--- config.mk ---
export PLATFORM = sky130hd
export DESIGN_NAME = ccr_top
export DESIGN_NICKNAME = d
export VERILOG_FILES = /design/src/ccr_pkg.sv /design/src/ccr_top.sv
export SDC_FILE = /design/constraint.sdc
export NUM_CORES = 1
export LEC_CHECK = 0
export ABC_AREA = 1
export BUFFER_PORTS_ARGS = -buffer_cell sky130_fd_sc_hd__buf_2
export CAP_MARGIN = 20
export CORE_ASPECT_RATIO = 1.5
export CORE_MARGIN = 1.5
export CORE_UTILIZATION = 50
export DETAILED_ROUTE_END_ITERATION = 10
export PLACE_DENSITY = 0.8
export SETUP_SLACK_MARGIN = 0.15
export SLEW_MARGIN = 10
export SYNTH_ARGS = -nofsm -noshare
export SYNTH_HDL_FRONTEND = slang
export SYNTH_SLANG_ARGS = --single-unit
export TNS_END_PERCENT = 50
--- constraint.sdc ---
create_clock -name clk_sys -period 10.4 [get_ports clk_sys]
set_clock_uncertainty 0.05 [all_clocks]
set_input_delay 0 -clock clk_sys [delete_from_list [all_inputs] [get_ports clk_sys]]
set_output_delay 0 -clock clk_sys [all_outputs]
set_load 0.03 [all_outputs]
--- src/ccr_pkg.sv ---
// Package for the counter compare reaction block: register map, fields, resets
package ccr_pkg;
  // Register word offsets (byte addresses)
  localparam logic [7:0] CCR_OFF_CFG_A = 8'h00;
  localparam logic [7:0] CCR_OFF_RSTVAL_A = 8'h04;
  localparam logic [7:0] CCR_OFF_PRESET_A = 8'h08;
  localparam logic [7:0] CCR_OFF_COUNT_A = 8'h0c;
  localparam logic [7:0] CCR_OFF_COMP_A = 8'h10;
  localparam logic [7:0] CCR_OFF_CFG_B = 8'h20;
  localparam logic [7:0] CCR_OFF_RSTVAL_B = 8'h24;
  localparam logic [7:0] CCR_OFF_PRESET_B = 8'h28;
  localparam logic [7:0] CCR_OFF_COUNT_B = 8'h2c;
  localparam logic [7:0] CCR_OFF_COMP_B = 8'h30;
  localparam logic [7:0] CCR_OFF_CTRL = 8'h40;
  localparam logic [7:0] CCR_OFF_IRQ_STAT = 8'h44;
  localparam logic [7:0] CCR_OFF_IRQ_CLR = 8'h48;
  localparam logic [7:0] CCR_OFF_IRQ_EN = 8'h4c;
  localparam logic [7:0] CCR_OFF_OUT = 8'h50;
  localparam logic [7:0] CCR_BANK_B = 8'h20;
  // Control register bits, per counter c at bit base 4*c
  localparam int CCR_CTRL_GATE = 0;
  localparam int CCR_CTRL_RESET = 1;
  localparam int CCR_CTRL_SETCMP = 2;
  localparam int CCR_CTRL_STRIDE = 4;
  // Interrupt status: bit 2*c reach event, bit 2*c+1 fall event
  localparam int CCR_IRQ_W = 4;
  // Digital output actions
  localparam logic [1:0] CCR_DO_KEEP = 2'h0;
  localparam logic [1:0] CCR_DO_ON = 2'h1;
  localparam logic [1:0] CCR_DO_TOGGLE = 2'h2;
  localparam logic [1:0] CCR_DO_OFF = 2'h3;
  // Input modes
  localparam logic CCR_MODE_UPDOWN = 1'b0;
  localparam logic CCR_MODE_PULSEDIR = 1'b1;
  // Reset values, the count step and the unmapped read value
  localparam logic [31:0] CCR_RSTVAL_RST = 32'h0000_0000;
  localparam logic [31:0] CCR_ZERO32 = 32'h0000_0000;
  localparam logic [31:0] CCR_ONE32 = 32'h0000_0001;
  localparam logic [31:0] CCR_UNMAPPED = 32'h0000_0000;

  // Reaction set for one event
  typedef struct packed {
    logic set_cmp;
    logic reload;
    logic irq;
    logic [1:0] dout;
  } ccr_react_t;

  // Per-counter configuration; word layout is {mode, fall[4:0], reach[4:0]} low bits
  typedef struct packed {
    logic mode;
    ccr_react_t fall;
    ccr_react_t reach;
  } ccr_cfg_t;

  localparam ccr_cfg_t CCR_CFG_RST = '{mode: CCR_MODE_UPDOWN,
    fall: '{set_cmp: 1'b0, reload: 1'b0, irq: 1'b0, dout: CCR_DO_KEEP},
    reach: '{set_cmp: 1'b0, reload: 1'b0, irq: 1'b0, dout: CCR_DO_KEEP}};
  localparam int CCR_CFG_W = $bits(ccr_cfg_t);

  // Sensor pins of one counter
  typedef struct packed {
    logic up_pulse;
    logic down_dir;
  } ccr_pins_t;
endpackage : ccr_pkg

--- src/ccr_top.sv ---
// Two up/down pulse counters with comparators, reactions and Avalon-MM registers
`timescale 1ns/10ps

module ccr_top
  import ccr_pkg::*;
#(
  parameter int NCNT = 2
)(
  // Clock and reset
  input wire logic clk_sys,
  input wire logic resetn,
  // Avalon-MM slave
  input wire logic [7:0] avs_address,
  input wire logic avs_read,
  input wire logic avs_write,
  input wire logic [31:0] avs_writedata,
  input wire logic [3:0] avs_byteenable,
  output logic [31:0] avs_readdata,
  output logic avs_waitrequest,
  // Sensor pins, asynchronous
  input wire ccr_pins_t [NCNT-1:0] sensor_pins,
  // Actuator outputs and interrupt
  output logic [NCNT-1:0] digital_out,
  output logic irq
);

  // Reset release through two flops
  logic [1:0] rst_sync_reg;
  logic rst_n;
  always_ff @(posedge clk_sys or negedge resetn)
  begin
    if (!resetn)
      rst_sync_reg <= 2'b00;
    else
      rst_sync_reg <= {rst_sync_reg[0], 1'b1};
  end
  assign rst_n = rst_sync_reg[1];

  // Byte-lane merge for writes
  function automatic logic [31:0] be_merge(input logic [31:0] old, input logic [31:0] wd,
                                           input logic [3:0] be);
    logic [31:0] r;
    r = old;
    for (int i = 0; i < 4; i++)
      if (be[i])
        r[8*i +: 8] = wd[8*i +: 8];
    return r;
  endfunction : be_merge

  // Output action of one event on the current level
  function automatic logic do_apply(input logic [1:0] act, input logic cur);
    case (act)
      CCR_DO_ON: do_apply = 1'b1;
      CCR_DO_OFF: do_apply = 1'b0;
      CCR_DO_TOGGLE: do_apply = ~cur;
      default: do_apply = cur;
    endcase
  endfunction : do_apply

  // True when any reaction is configured for the event
  function automatic logic has_react(input ccr_react_t r);
    has_react = r.set_cmp | r.reload | r.irq | (r.dout != CCR_DO_KEEP);
  endfunction : has_react

  // Pin synchronisers plus edge-detect history (third stage)
  ccr_pins_t [NCNT-1:0] pin_s1_reg, pin_s2_reg, pin_s3_reg;
  always_ff @(posedge clk_sys or negedge rst_n)
  begin
    if (!rst_n)
    begin
      pin_s1_reg <= '0;
      pin_s2_reg <= '0;
      pin_s3_reg <= '0;
    end
    else
    begin
      pin_s1_reg <= sensor_pins;
      pin_s2_reg <= pin_s1_reg;
      pin_s3_reg <= pin_s2_reg;
    end
  end

  // Register and counter state
  ccr_cfg_t [NCNT-1:0] cfg_reg, cfg_next;
  logic [NCNT-1:0][31:0] rstval_reg, rstval_next;
  logic [NCNT-1:0][31:0] preset_reg, preset_next;
  logic [NCNT-1:0][31:0] count_reg, count_next;
  logic [NCNT-1:0][31:0] comp_reg, comp_next;
  logic [NCNT-1:0] setcmp_old_reg, setcmp_old_next;
  logic [31:0] ctrl_reg, ctrl_next;
  logic [CCR_IRQ_W-1:0] stat_reg, stat_next;
  logic [CCR_IRQ_W-1:0] irq_en_reg, irq_en_next;
  logic [NCNT-1:0] dout_reg, dout_next;
  logic irq_reg, irq_next;
  logic [31:0] rdata_reg, rdata_next;
  logic wait_reg, wait_next;

  // Combinational view of counting and events
  logic [NCNT-1:0] up_edge, dn_edge, ev_reach, ev_fall;
  logic [NCNT-1:0][31:0] step_count;
  logic [CCR_IRQ_W-1:0] irq_set;
  logic acc;
  logic [7:0] loc;
  logic bank;

  // Bus access: one wait cycle, then acknowledge
  assign acc = (avs_read | avs_write) & wait_reg;
  assign bank = (avs_address >= CCR_BANK_B) & (avs_address < CCR_OFF_CTRL);
  assign loc = bank ? avs_address - CCR_BANK_B : avs_address;

  // Counting, edge detection and comparator events
  always_comb
  begin
    irq_set = '0;
    for (int c = 0; c < NCNT; c++)
    begin
      up_edge[c] = pin_s2_reg[c].up_pulse & ~pin_s3_reg[c].up_pulse;
      dn_edge[c] = pin_s2_reg[c].down_dir & ~pin_s3_reg[c].down_dir;
      step_count[c] = count_reg[c];
      if (ctrl_reg[c*CCR_CTRL_STRIDE + CCR_CTRL_GATE])
      begin
        if (cfg_reg[c].mode == CCR_MODE_PULSEDIR)
        begin
          // Direction level is sampled with the pulse edge
          if (up_edge[c])
            step_count[c] = pin_s2_reg[c].down_dir ? count_reg[c] + CCR_ONE32
                                                    : count_reg[c] - CCR_ONE32;
        end
        else if (up_edge[c] != dn_edge[c])
          step_count[c] = up_edge[c] ? count_reg[c] + CCR_ONE32
                                     : count_reg[c] - CCR_ONE32;
      end
      // Signed 32-bit wrap is plain two's complement arithmetic
      ev_reach[c] = (step_count[c] != count_reg[c]) && (step_count[c] == comp_reg[c])
                    && (count_reg[c] == comp_reg[c] - CCR_ONE32);
      ev_fall[c] = (step_count[c] != count_reg[c]) && (count_reg[c] == comp_reg[c])
                   && (step_count[c] == comp_reg[c] - CCR_ONE32);
      if (ctrl_reg[c*CCR_CTRL_STRIDE + CCR_CTRL_RESET])
      begin
        ev_reach[c] = 1'b0;
        ev_fall[c] = 1'b0;
      end
      irq_set[2*c] = ev_reach[c] & cfg_reg[c].reach.irq;
      irq_set[2*c+1] = ev_fall[c] & cfg_reg[c].fall.irq;
    end
  end

  // Next-state for counters, compare values, outputs and registers
  always_comb
  begin
    logic [31:0] rd;
    logic setcmp_now;
    logic [31:0] cfg_w;
    logic [31:0] en_w;
    rd = CCR_UNMAPPED;
    setcmp_now = 1'b0;
    cfg_w = CCR_ZERO32;
    // Merged enable word; only the low event bits are kept
    en_w = be_merge(32'(irq_en_reg), avs_writedata, avs_byteenable);
    cfg_next = cfg_reg;
    rstval_next = rstval_reg;
    preset_next = preset_reg;
    ctrl_next = ctrl_reg;
    irq_en_next = irq_en_reg;
    // Set wins over clear for every status bit
    stat_next = stat_reg;
    if (acc && avs_write && avs_address == CCR_OFF_IRQ_CLR)
      stat_next = stat_reg & ~avs_writedata[CCR_IRQ_W-1:0];
    stat_next = stat_next | irq_set;
    // Register writes
    if (acc && avs_write)
    begin
      if (avs_address < CCR_OFF_CTRL)
      begin
        for (int c = 0; c < NCNT; c++)
          if ((c == 1) == bank)
            case (loc)
              CCR_OFF_CFG_A:
              begin
                cfg_w = be_merge(32'(cfg_reg[c]), avs_writedata, avs_byteenable);
                cfg_next[c] = ccr_cfg_t'(cfg_w[CCR_CFG_W-1:0]); // Upper bits dropped
              end
              CCR_OFF_RSTVAL_A: rstval_next[c] = be_merge(rstval_reg[c], avs_writedata,
                                                          avs_byteenable);
              CCR_OFF_PRESET_A: preset_next[c] = be_merge(preset_reg[c], avs_writedata,
                                                          avs_byteenable);
              default: ;
            endcase
      end
      else if (avs_address == CCR_OFF_CTRL)
        ctrl_next = be_merge(ctrl_reg, avs_writedata, avs_byteenable);
      else if (avs_address == CCR_OFF_IRQ_EN)
        irq_en_next = en_w[CCR_IRQ_W-1:0];
    end
    // Counter datapath per channel
    for (int c = 0; c < NCNT; c++)
    begin
      setcmp_now = ctrl_next[c*CCR_CTRL_STRIDE + CCR_CTRL_SETCMP];
      setcmp_old_next[c] = setcmp_now;
      count_next[c] = step_count[c];
      comp_next[c] = comp_reg[c];
      dout_next[c] = dout_reg[c];
      // Reach and fall never fire together, so order is free; all reactions apply
      if (ev_reach[c])
      begin
        dout_next[c] = do_apply(cfg_reg[c].reach.dout, dout_reg[c]);
        if (cfg_reg[c].reach.reload)
          count_next[c] = rstval_reg[c];
        if (has_react(cfg_reg[c].reach) || cfg_reg[c].reach.set_cmp)
          comp_next[c] = preset_reg[c];
      end
      if (ev_fall[c])
      begin
        dout_next[c] = do_apply(cfg_reg[c].fall.dout, dout_reg[c]);
        if (cfg_reg[c].fall.reload)
          count_next[c] = rstval_reg[c];
        if (has_react(cfg_reg[c].fall) || cfg_reg[c].fall.set_cmp)
          comp_next[c] = preset_reg[c];
      end
      if (setcmp_now && !setcmp_old_reg[c])
        comp_next[c] = preset_reg[c];
      if (ctrl_reg[c*CCR_CTRL_STRIDE + CCR_CTRL_RESET])
      begin
        count_next[c] = rstval_reg[c];
        dout_next[c] = 1'b0;
      end
    end
    irq_next = |(stat_next & irq_en_next);
    // Read mux
    if (avs_address < CCR_OFF_CTRL)
    begin
      for (int c = 0; c < NCNT; c++)
        if ((c == 1) == bank)
          case (loc)
            CCR_OFF_CFG_A: rd = 32'(cfg_reg[c]);
            CCR_OFF_RSTVAL_A: rd = rstval_reg[c];
            CCR_OFF_PRESET_A: rd = preset_reg[c];
            CCR_OFF_COUNT_A: rd = count_reg[c];
            CCR_OFF_COMP_A: rd = comp_reg[c];
            default: ;
          endcase
    end
    else
      case (avs_address)
        CCR_OFF_CTRL: rd = ctrl_reg;
        CCR_OFF_IRQ_STAT: rd = 32'(stat_reg);
        CCR_OFF_IRQ_EN: rd = 32'(irq_en_reg);
        CCR_OFF_OUT: rd = 32'(dout_reg);
        default: rd = CCR_UNMAPPED;
      endcase
    rdata_next = (acc && avs_read) ? rd : rdata_reg;
    // Waitrequest high at rest; drops for one cycle to end each access
    wait_next = ~((avs_read | avs_write) & wait_reg);
  end

  // Register all state
  always_ff @(posedge clk_sys or negedge rst_n)
  begin
    if (!rst_n)
    begin
      for (int c = 0; c < NCNT; c++)
      begin
        cfg_reg[c] <= CCR_CFG_RST;
        rstval_reg[c] <= CCR_RSTVAL_RST;
        preset_reg[c] <= CCR_ZERO32;
        count_reg[c] <= CCR_RSTVAL_RST;
        comp_reg[c] <= CCR_ZERO32;
      end
      setcmp_old_reg <= '0;
      ctrl_reg <= CCR_ZERO32;
      stat_reg <= '0;
      irq_en_reg <= '0;
      dout_reg <= '0;
      irq_reg <= 1'b0;
      rdata_reg <= CCR_ZERO32;
      wait_reg <= 1'b1;
    end
    else
    begin
      cfg_reg <= cfg_next;
      rstval_reg <= rstval_next;
      preset_reg <= preset_next;
      count_reg <= count_next;
      comp_reg <= comp_next;
      setcmp_old_reg <= setcmp_old_next;
      ctrl_reg <= ctrl_next;
      stat_reg <= stat_next;
      irq_en_reg <= irq_en_next;
      dout_reg <= dout_next;
      irq_reg <= irq_next;
      rdata_reg <= rdata_next;
      wait_reg <= wait_next;
    end
  end

  assign digital_out = dout_reg;
  assign irq = irq_reg;
  assign avs_readdata = rdata_reg;
  assign avs_waitrequest = wait_reg;

endmodule : ccr_top

* After elaboration in Yosys (flattened, before gate mapping)
Cells that the tools add are included.
** Cells by class
- Add/sub/neg operators :: 7
- Multipliers :: 0
- Div/mod/pow operators :: 0
- $lt $le $gt $ge :: 2
- Equality and inequality tests :: 35
- Shifts and indexed selects :: 0
- Mux-type cells :: 63
- Bitwise gates (word level) :: 36
- Reduce and logical (&&, ||, !) cells :: 55
** Operators with widths (number)
- $mux W32 :: 35
- $pmux W32 S5 :: 2
- $eq A32 B32 Y1 :: 8
- $pmux W32 S4 :: 1
- $sub A32 B1 Y32 const B :: 4
- $reduce_and A5 Y1 :: 20
- $add A32 B1 Y32 const B :: 2
- $ne A32 B32 Y1 :: 2
- $eq A8 B7 Y1 const B :: 5
- $mux W7 :: 4
- $mux W4 :: 6
- $eq A2 B2 Y1 const B :: 8
- $eq A8 B4 Y1 const B :: 2
- $reduce_and A4 Y1 :: 4
- $logic_and A1 B1 Y1 :: 13
- $or A1 B1 Y1 :: 13
- $pmux W1 S3 :: 4
- $and A1 B1 Y1 :: 10
- $mux W1 :: 10
- $ne A5 B2 Y1 const B :: 2
- $reduce_bool A5 Y1 :: 2
- $not A1 Y1 :: 9
- $and A4 B4 Y4 :: 2
- $eq A2 B1 Y1 const B :: 4
- other kinds (16) :: 26
** Word-level totals
- Register bits after elaboration :: 368
- Latch bits :: 0
- Bits in writable memories :: 0
- Bits in read-only memories :: 0
- Input port bits :: 52
- Word-level logic and storage cells :: 261
- Memories kept :: 0

* Logic depth before layout (Yosys ltp)
- Depth in word-level cells :: 14
- Mapped depth :: 23
- Gate-level depth less buffers :: 22

* Least setup slack after synthesis
No wires, ideal clock.
- Path kind :: register to register
- From :: register comp_reg[33] in the netlist's numbering
- To :: register comp_reg[57] in the netlist's numbering
- Data arrival time :: 2.474 ns
- Path slack :: 7.811 ns
- Stages on the path, launching flop included :: 20
- Path through :: dfrtp_1 inv_1 ha_1 nand3_4 nor2_4 nand2_2 nor2_2 nand2_1 xnor2_1 nand2_1 nor2_1 nand2_1 nor2_1 nand4_1 nor2_1 nand3_2 nand2_2 buf_6 nand2_1 nand2_1
** RTL lines
- start: declaration :: line ccr_top.sv:88 : logic [NCNT-1:0][31:0] comp_reg, comp_next;
- start signal: assignment :: line ccr_top.sv:284 : comp_reg <= comp_next;

==> qor.csv <==
stage,metric,value,unit
cells_and_area,final_layout_size_suffix_gt1_share,8.73,%
timing,period_share,47.3,%
clocking,cts.clk_slew.worst_paths,0.07,ns
floorplan,die_height,282,um
setup_path,kind_of_capture_point_of_the_worst_setup_path,register,
timing,maxSlewViolCount,0,
setup_path,timing.critical_path.cells,inv_2 -> nor2_2 -> nand2_2 -> o21ai_0 -> nand3_1 -> nand2_1 -> nand2_1 -> nand3_1 -> nor2_1 -> nand3_1 -> nor2_2 -> nand3_2 -> buf_4 -> nand3_2 -> nand2_1 -> nand2_1,
power_and_ir_drop,power.leakage,0.0137,uW
floorplan,start_util,50.5,%
clocking,post_cts_resized,0,
clocking,tritoncts_clock_tree,yes,
logic_synthesis,yosys_synthesis_warning_count,0,
setup_path,regToRegStartpoint,ctrl_reg[4],
route,dr_total_vias,27900,
floorplan,chipWidth,189,um
timing,tightestPinTransition,1.03,ns
logic_synthesis,synth_fp_nets,3940,
logic_synthesis,postSynth.asyncResetShare,100,%
timing,setup_tns,0,ns
job,timing.max_cap.violations,0,
logic_synthesis,syn_area,26000,um^2
clocking,hold_buffers,45,
cells_and_area,syn2layout_area_growth,9.23,%
timing,hold_violations,0,
setup_path,timing.setup.critical_path_class,register to register,
logic_synthesis,synth-edff-count,0,
global_routing,grt-ovfl-total,0,
cells_and_area,final_nets,3943,
logic_synthesis,ys_seq_area_share,35.5,%
placement,placedInstanceArea,26500,um^2
cells_and_area,finish.instance_area,28400,um^2
floorplan,row_count,102,
cells_and_area,post_layout_nonfiller_instances,4593,
logic_synthesis,yosys.cell_types.count,60,
setup_path,timing.critical_path.from,ctrl_reg[4],
setup_path,worst_ep_required_time,10.77,ns
cells_and_area,num-fill-cells,5020,
power_and_ir_drop,power_density,162,nW/um^2
clocking,numCtsBuffers,39,
clocking,cts-root-to-sink-buffers,3,
clocking,skew_pair_late_insertion_delay,0.56,ns
timing,rsz0062_at_grt,false,
setup_path,critPathMaxStageDelay,0.90,ns
global_routing,largest_net_degree_at_the_start_of_global_routing,159,
placement,place_congestion,1.05,
power_and_ir_drop,power.ir.vdd_worst,123,uV
setup_path,worstPathArrival,5.29,ns
logic_synthesis,synth-seq-cells,368,
timing,min_period,4.92,ns
setup_path,crit_family,simple AND/OR/NAND/NOR gates,
logic_synthesis,dominantRegCellSynth,sky130_fd_sc_hd__dfrtp_1,
route,drt_pass1_iterations,6,
placement,placed_cells,4474,
floorplan,design.core.area,51400,um^2
placement,post-dp-hpwl,75.5,mm
timing,max_slew_margin_vs_limit,31.0,%
placement,i_o_buffers,87,
clocking,clock-sinks,368,
logic_synthesis,syn-instance-count,3882,
global_routing,antenna_found_initial,0,
setup_path,timing.critical_path.from_type,register,
timing,setup_violations,0,
timing,max_clock_freq,203,MHz
setup_path,worstPathMaxFanout,46,
logic_synthesis,syn-mean-instance-area,6.69,um^2
setup_path,cp_slowest_cell,sky130_fd_sc_hd__dfrtp_1,
hold_path,min_from,sensor_pins[2],
route,route.antenna.remaining_nets,0,
clocking,cts_root_buf,sky130_fd_sc_hd__clkbuf_16,
clocking,cts_max_level,2,
setup_path,cpMostUsedCell,sky130_fd_sc_hd__nand2_1,
global_routing,first_global_vias,26800,
floorplan,io_pins,88,
global_routing,global_route_wire_length_before_repair,155,mm
status,outcome,"complete, no violations",
route,wl_per_cell,22.2,um
route,routed_via_density,6.08,
floorplan,design.die.area,53300,um^2
route,drc,0,
setup_path,critPathBufInv,2,
route,wire_length_after_detailed_routing,102,mm
route,drtIter0Drc,2805,
clocking,postCtsSetupRepairBufs,0,
hold_path,class_of_the_most_critical_hold_timing_path,primary input to register,
global_routing,track_usage,37.8,%
-- routing by layer --
metal	up-vias	share of wire, %	GRT usage [%]	wire length [um]
li1	12800	-	-	-
met1	13200	36	43.2	36500
met2	1510	49	65.8	50300
met3	439	7.1	4.70	7210
met4	0	7.7	26.6	7880
met5	-	0	0	0
-- through the flow --
| stage | setup WS [ns] | power (uW) | util, % | hold slack, ns |
|---|---|---|---|---|
| detailed placement | 5.71 | 3070 | 51.6 | -0.260 |
| CTS | 5.67 | 4560 | 55.1 | 0.00157 |
| finish | 5.48 | 4610 | 55.1 | 0.0295 |
| global placement | 5.71 | 3070 | 51.6 | -0.263 |
| global route | 5.28 | 4790 | 55.1 | 0.0442 |
| floorplan | 4.34 | 2620 | - | -0.346 |
-- Yosys cell counts, types with 7 or more instances --
master / n / area, um^2
sky130_fd_sc_hd__a21oi_1: 70 / 350
sky130_fd_sc_hd__a221oi_1: 37 / 324
sky130_fd_sc_hd__a22oi_1: 13 / 97.6
sky130_fd_sc_hd__a2bb2oi_1: 9 / 78.8
sky130_fd_sc_hd__a31oi_1: 13 / 81.3
sky130_fd_sc_hd__buf_1: 11 / 41.3
sky130_fd_sc_hd__buf_2: 49 / 245
sky130_fd_sc_hd__buf_4: 10 / 75.1
sky130_fd_sc_hd__buf_6: 13 / 146
sky130_fd_sc_hd__clkbuf_1: 113 / 424
sky130_fd_sc_hd__dfrtp_1: 367 / 9180
sky130_fd_sc_hd__inv_1: 346 / 1300
sky130_fd_sc_hd__inv_2: 16 / 60.1
sky130_fd_sc_hd__nand2_1: 1226 / 4600
sky130_fd_sc_hd__nand2_2: 43 / 269
sky130_fd_sc_hd__nand3_1: 331 / 1660
sky130_fd_sc_hd__nand3_2: 8 / 80.1
sky130_fd_sc_hd__nand3b_1: 16 / 120
sky130_fd_sc_hd__nand4_1: 85 / 532
sky130_fd_sc_hd__nor2_1: 333 / 1250
sky130_fd_sc_hd__nor2_2: 28 / 175
sky130_fd_sc_hd__nor2_4: 12 / 135
sky130_fd_sc_hd__nor3_1: 47 / 235
sky130_fd_sc_hd__nor4_1: 7 / 43.8
sky130_fd_sc_hd__o2111ai_1: 38 / 333
sky130_fd_sc_hd__o211ai_1: 24 / 180
sky130_fd_sc_hd__o21ai_0: 365 / 1830
sky130_fd_sc_hd__o21ai_1: 13 / 65.1
sky130_fd_sc_hd__o21ai_2: 28 / 245
sky130_fd_sc_hd__o22ai_1: 36 / 225
sky130_fd_sc_hd__xnor2_1: 47 / 412
sky130_fd_sc_hd__xor2_1: 70 / 613
-- power by group --
| group | internal, uW | switching [uW] | total (uW) | leakage [uW] |
|---|---|---|---|---|
| Clock | 853 | 638 | 1490 | 0.000658 |
| Combinational | 403 | 928 | 1330 | 0.00812 |
| Sequential | 1540 | 251 | 1790 | 0.00488 |
-- worst paths after layout --
path,slack (ns),cells past startpoint,to
worst min-delay path,0.03,2,pin_s1_reg[2]
worst max register to register,5.48,16,count_reg[54]
worst min register to register,0.30,0,rst_sync_reg[1]
max in group asynchronous,7.71,2,count_reg[19]
worst max-delay path,5.48,16,count_reg[54]
min in group asynchronous,0.25,3,rst_sync_reg[1]
-- cell type report --
| class | count | area [um^2] | area share, % |
|---|---|---|---|
| multi-input combinational | 2950 | 14500 | 50.9 |
| sequential | 368 | 9210 | 32.5 |
| inverter | 368 | 1380 | 4.88 |
| clock buffer | 52 | 1140 | 4.01 |
| timing repair buffer | 158 | 1110 | 3.93 |
| tap | 676 | 846 | 2.98 |
| clock inverter | 20 | 216 | 0.763 |
| antenna | 1 | 2.50 | 0.00882 |
-- placed cells by master (no fill, tap or decap), types with 6 or more instances in the layout --
master,netlist,routed
sky130_fd_sc_hd__o21ai_2,28,28
sky130_fd_sc_hd__nand2_1,1226,1225
sky130_fd_sc_hd__o21ai_1,13,13
sky130_fd_sc_hd__a22oi_1,13,13
sky130_fd_sc_hd__dfrtp_1,367,366
sky130_fd_sc_hd__nor2_4,12,13
sky130_fd_sc_hd__nand3b_1,16,16
sky130_fd_sc_hd__inv_2,16,17
sky130_fd_sc_hd__ha_1,6,6
sky130_fd_sc_hd__nand3_1,331,331
sky130_fd_sc_hd__clkbuf_16,0,40
sky130_fd_sc_hd__o22ai_1,36,36
sky130_fd_sc_hd__o211ai_1,24,24
sky130_fd_sc_hd__o21ai_0,365,365
sky130_fd_sc_hd__a221oi_1,37,37
sky130_fd_sc_hd__clkinv_2,0,7
sky130_fd_sc_hd__o2111ai_1,38,38
sky130_fd_sc_hd__nor4_1,7,7
sky130_fd_sc_hd__nor3_1,47,47
sky130_fd_sc_hd__nor2_2,28,28
sky130_fd_sc_hd__nand2_2,43,44
sky130_fd_sc_hd__a31oi_1,13,13
sky130_fd_sc_hd__a21oi_1,70,70
sky130_fd_sc_hd__clkinv_1,5,6
sky130_fd_sc_hd__nor2_1,333,332
sky130_fd_sc_hd__inv_1,346,344
sky130_fd_sc_hd__clkbuf_8,0,9
sky130_fd_sc_hd__dlygate4sd3_1,0,45
sky130_fd_sc_hd__xnor2_1,47,47
sky130_fd_sc_hd__xor2_1,70,70
sky130_fd_sc_hd__nand3_2,8,8
sky130_fd_sc_hd__buf_2,49,87
sky130_fd_sc_hd__nand4_1,85,85
sky130_fd_sc_hd__buf_4,10,24
sky130_fd_sc_hd__a2bb2oi_1,9,9
-- logic make-up (layout without fill, tap and decap cells) --
family / Yosys count / count (layout) / share of synthesized area (%)
xor+xnor: 117 / 117 / 3.95
other cells: 1 / 2 / 0.0144
fa+ha+maj: 6 / 6 / 0.289
buf+inv: 564 / 598 / 8.92
compound gates: 669 / 669 / 15.5
flops: 368 / 368 / 35.5
simple gates: 2157 / 2157 / 35.9
Note: power is estimated with default switching activity, not from simulation.
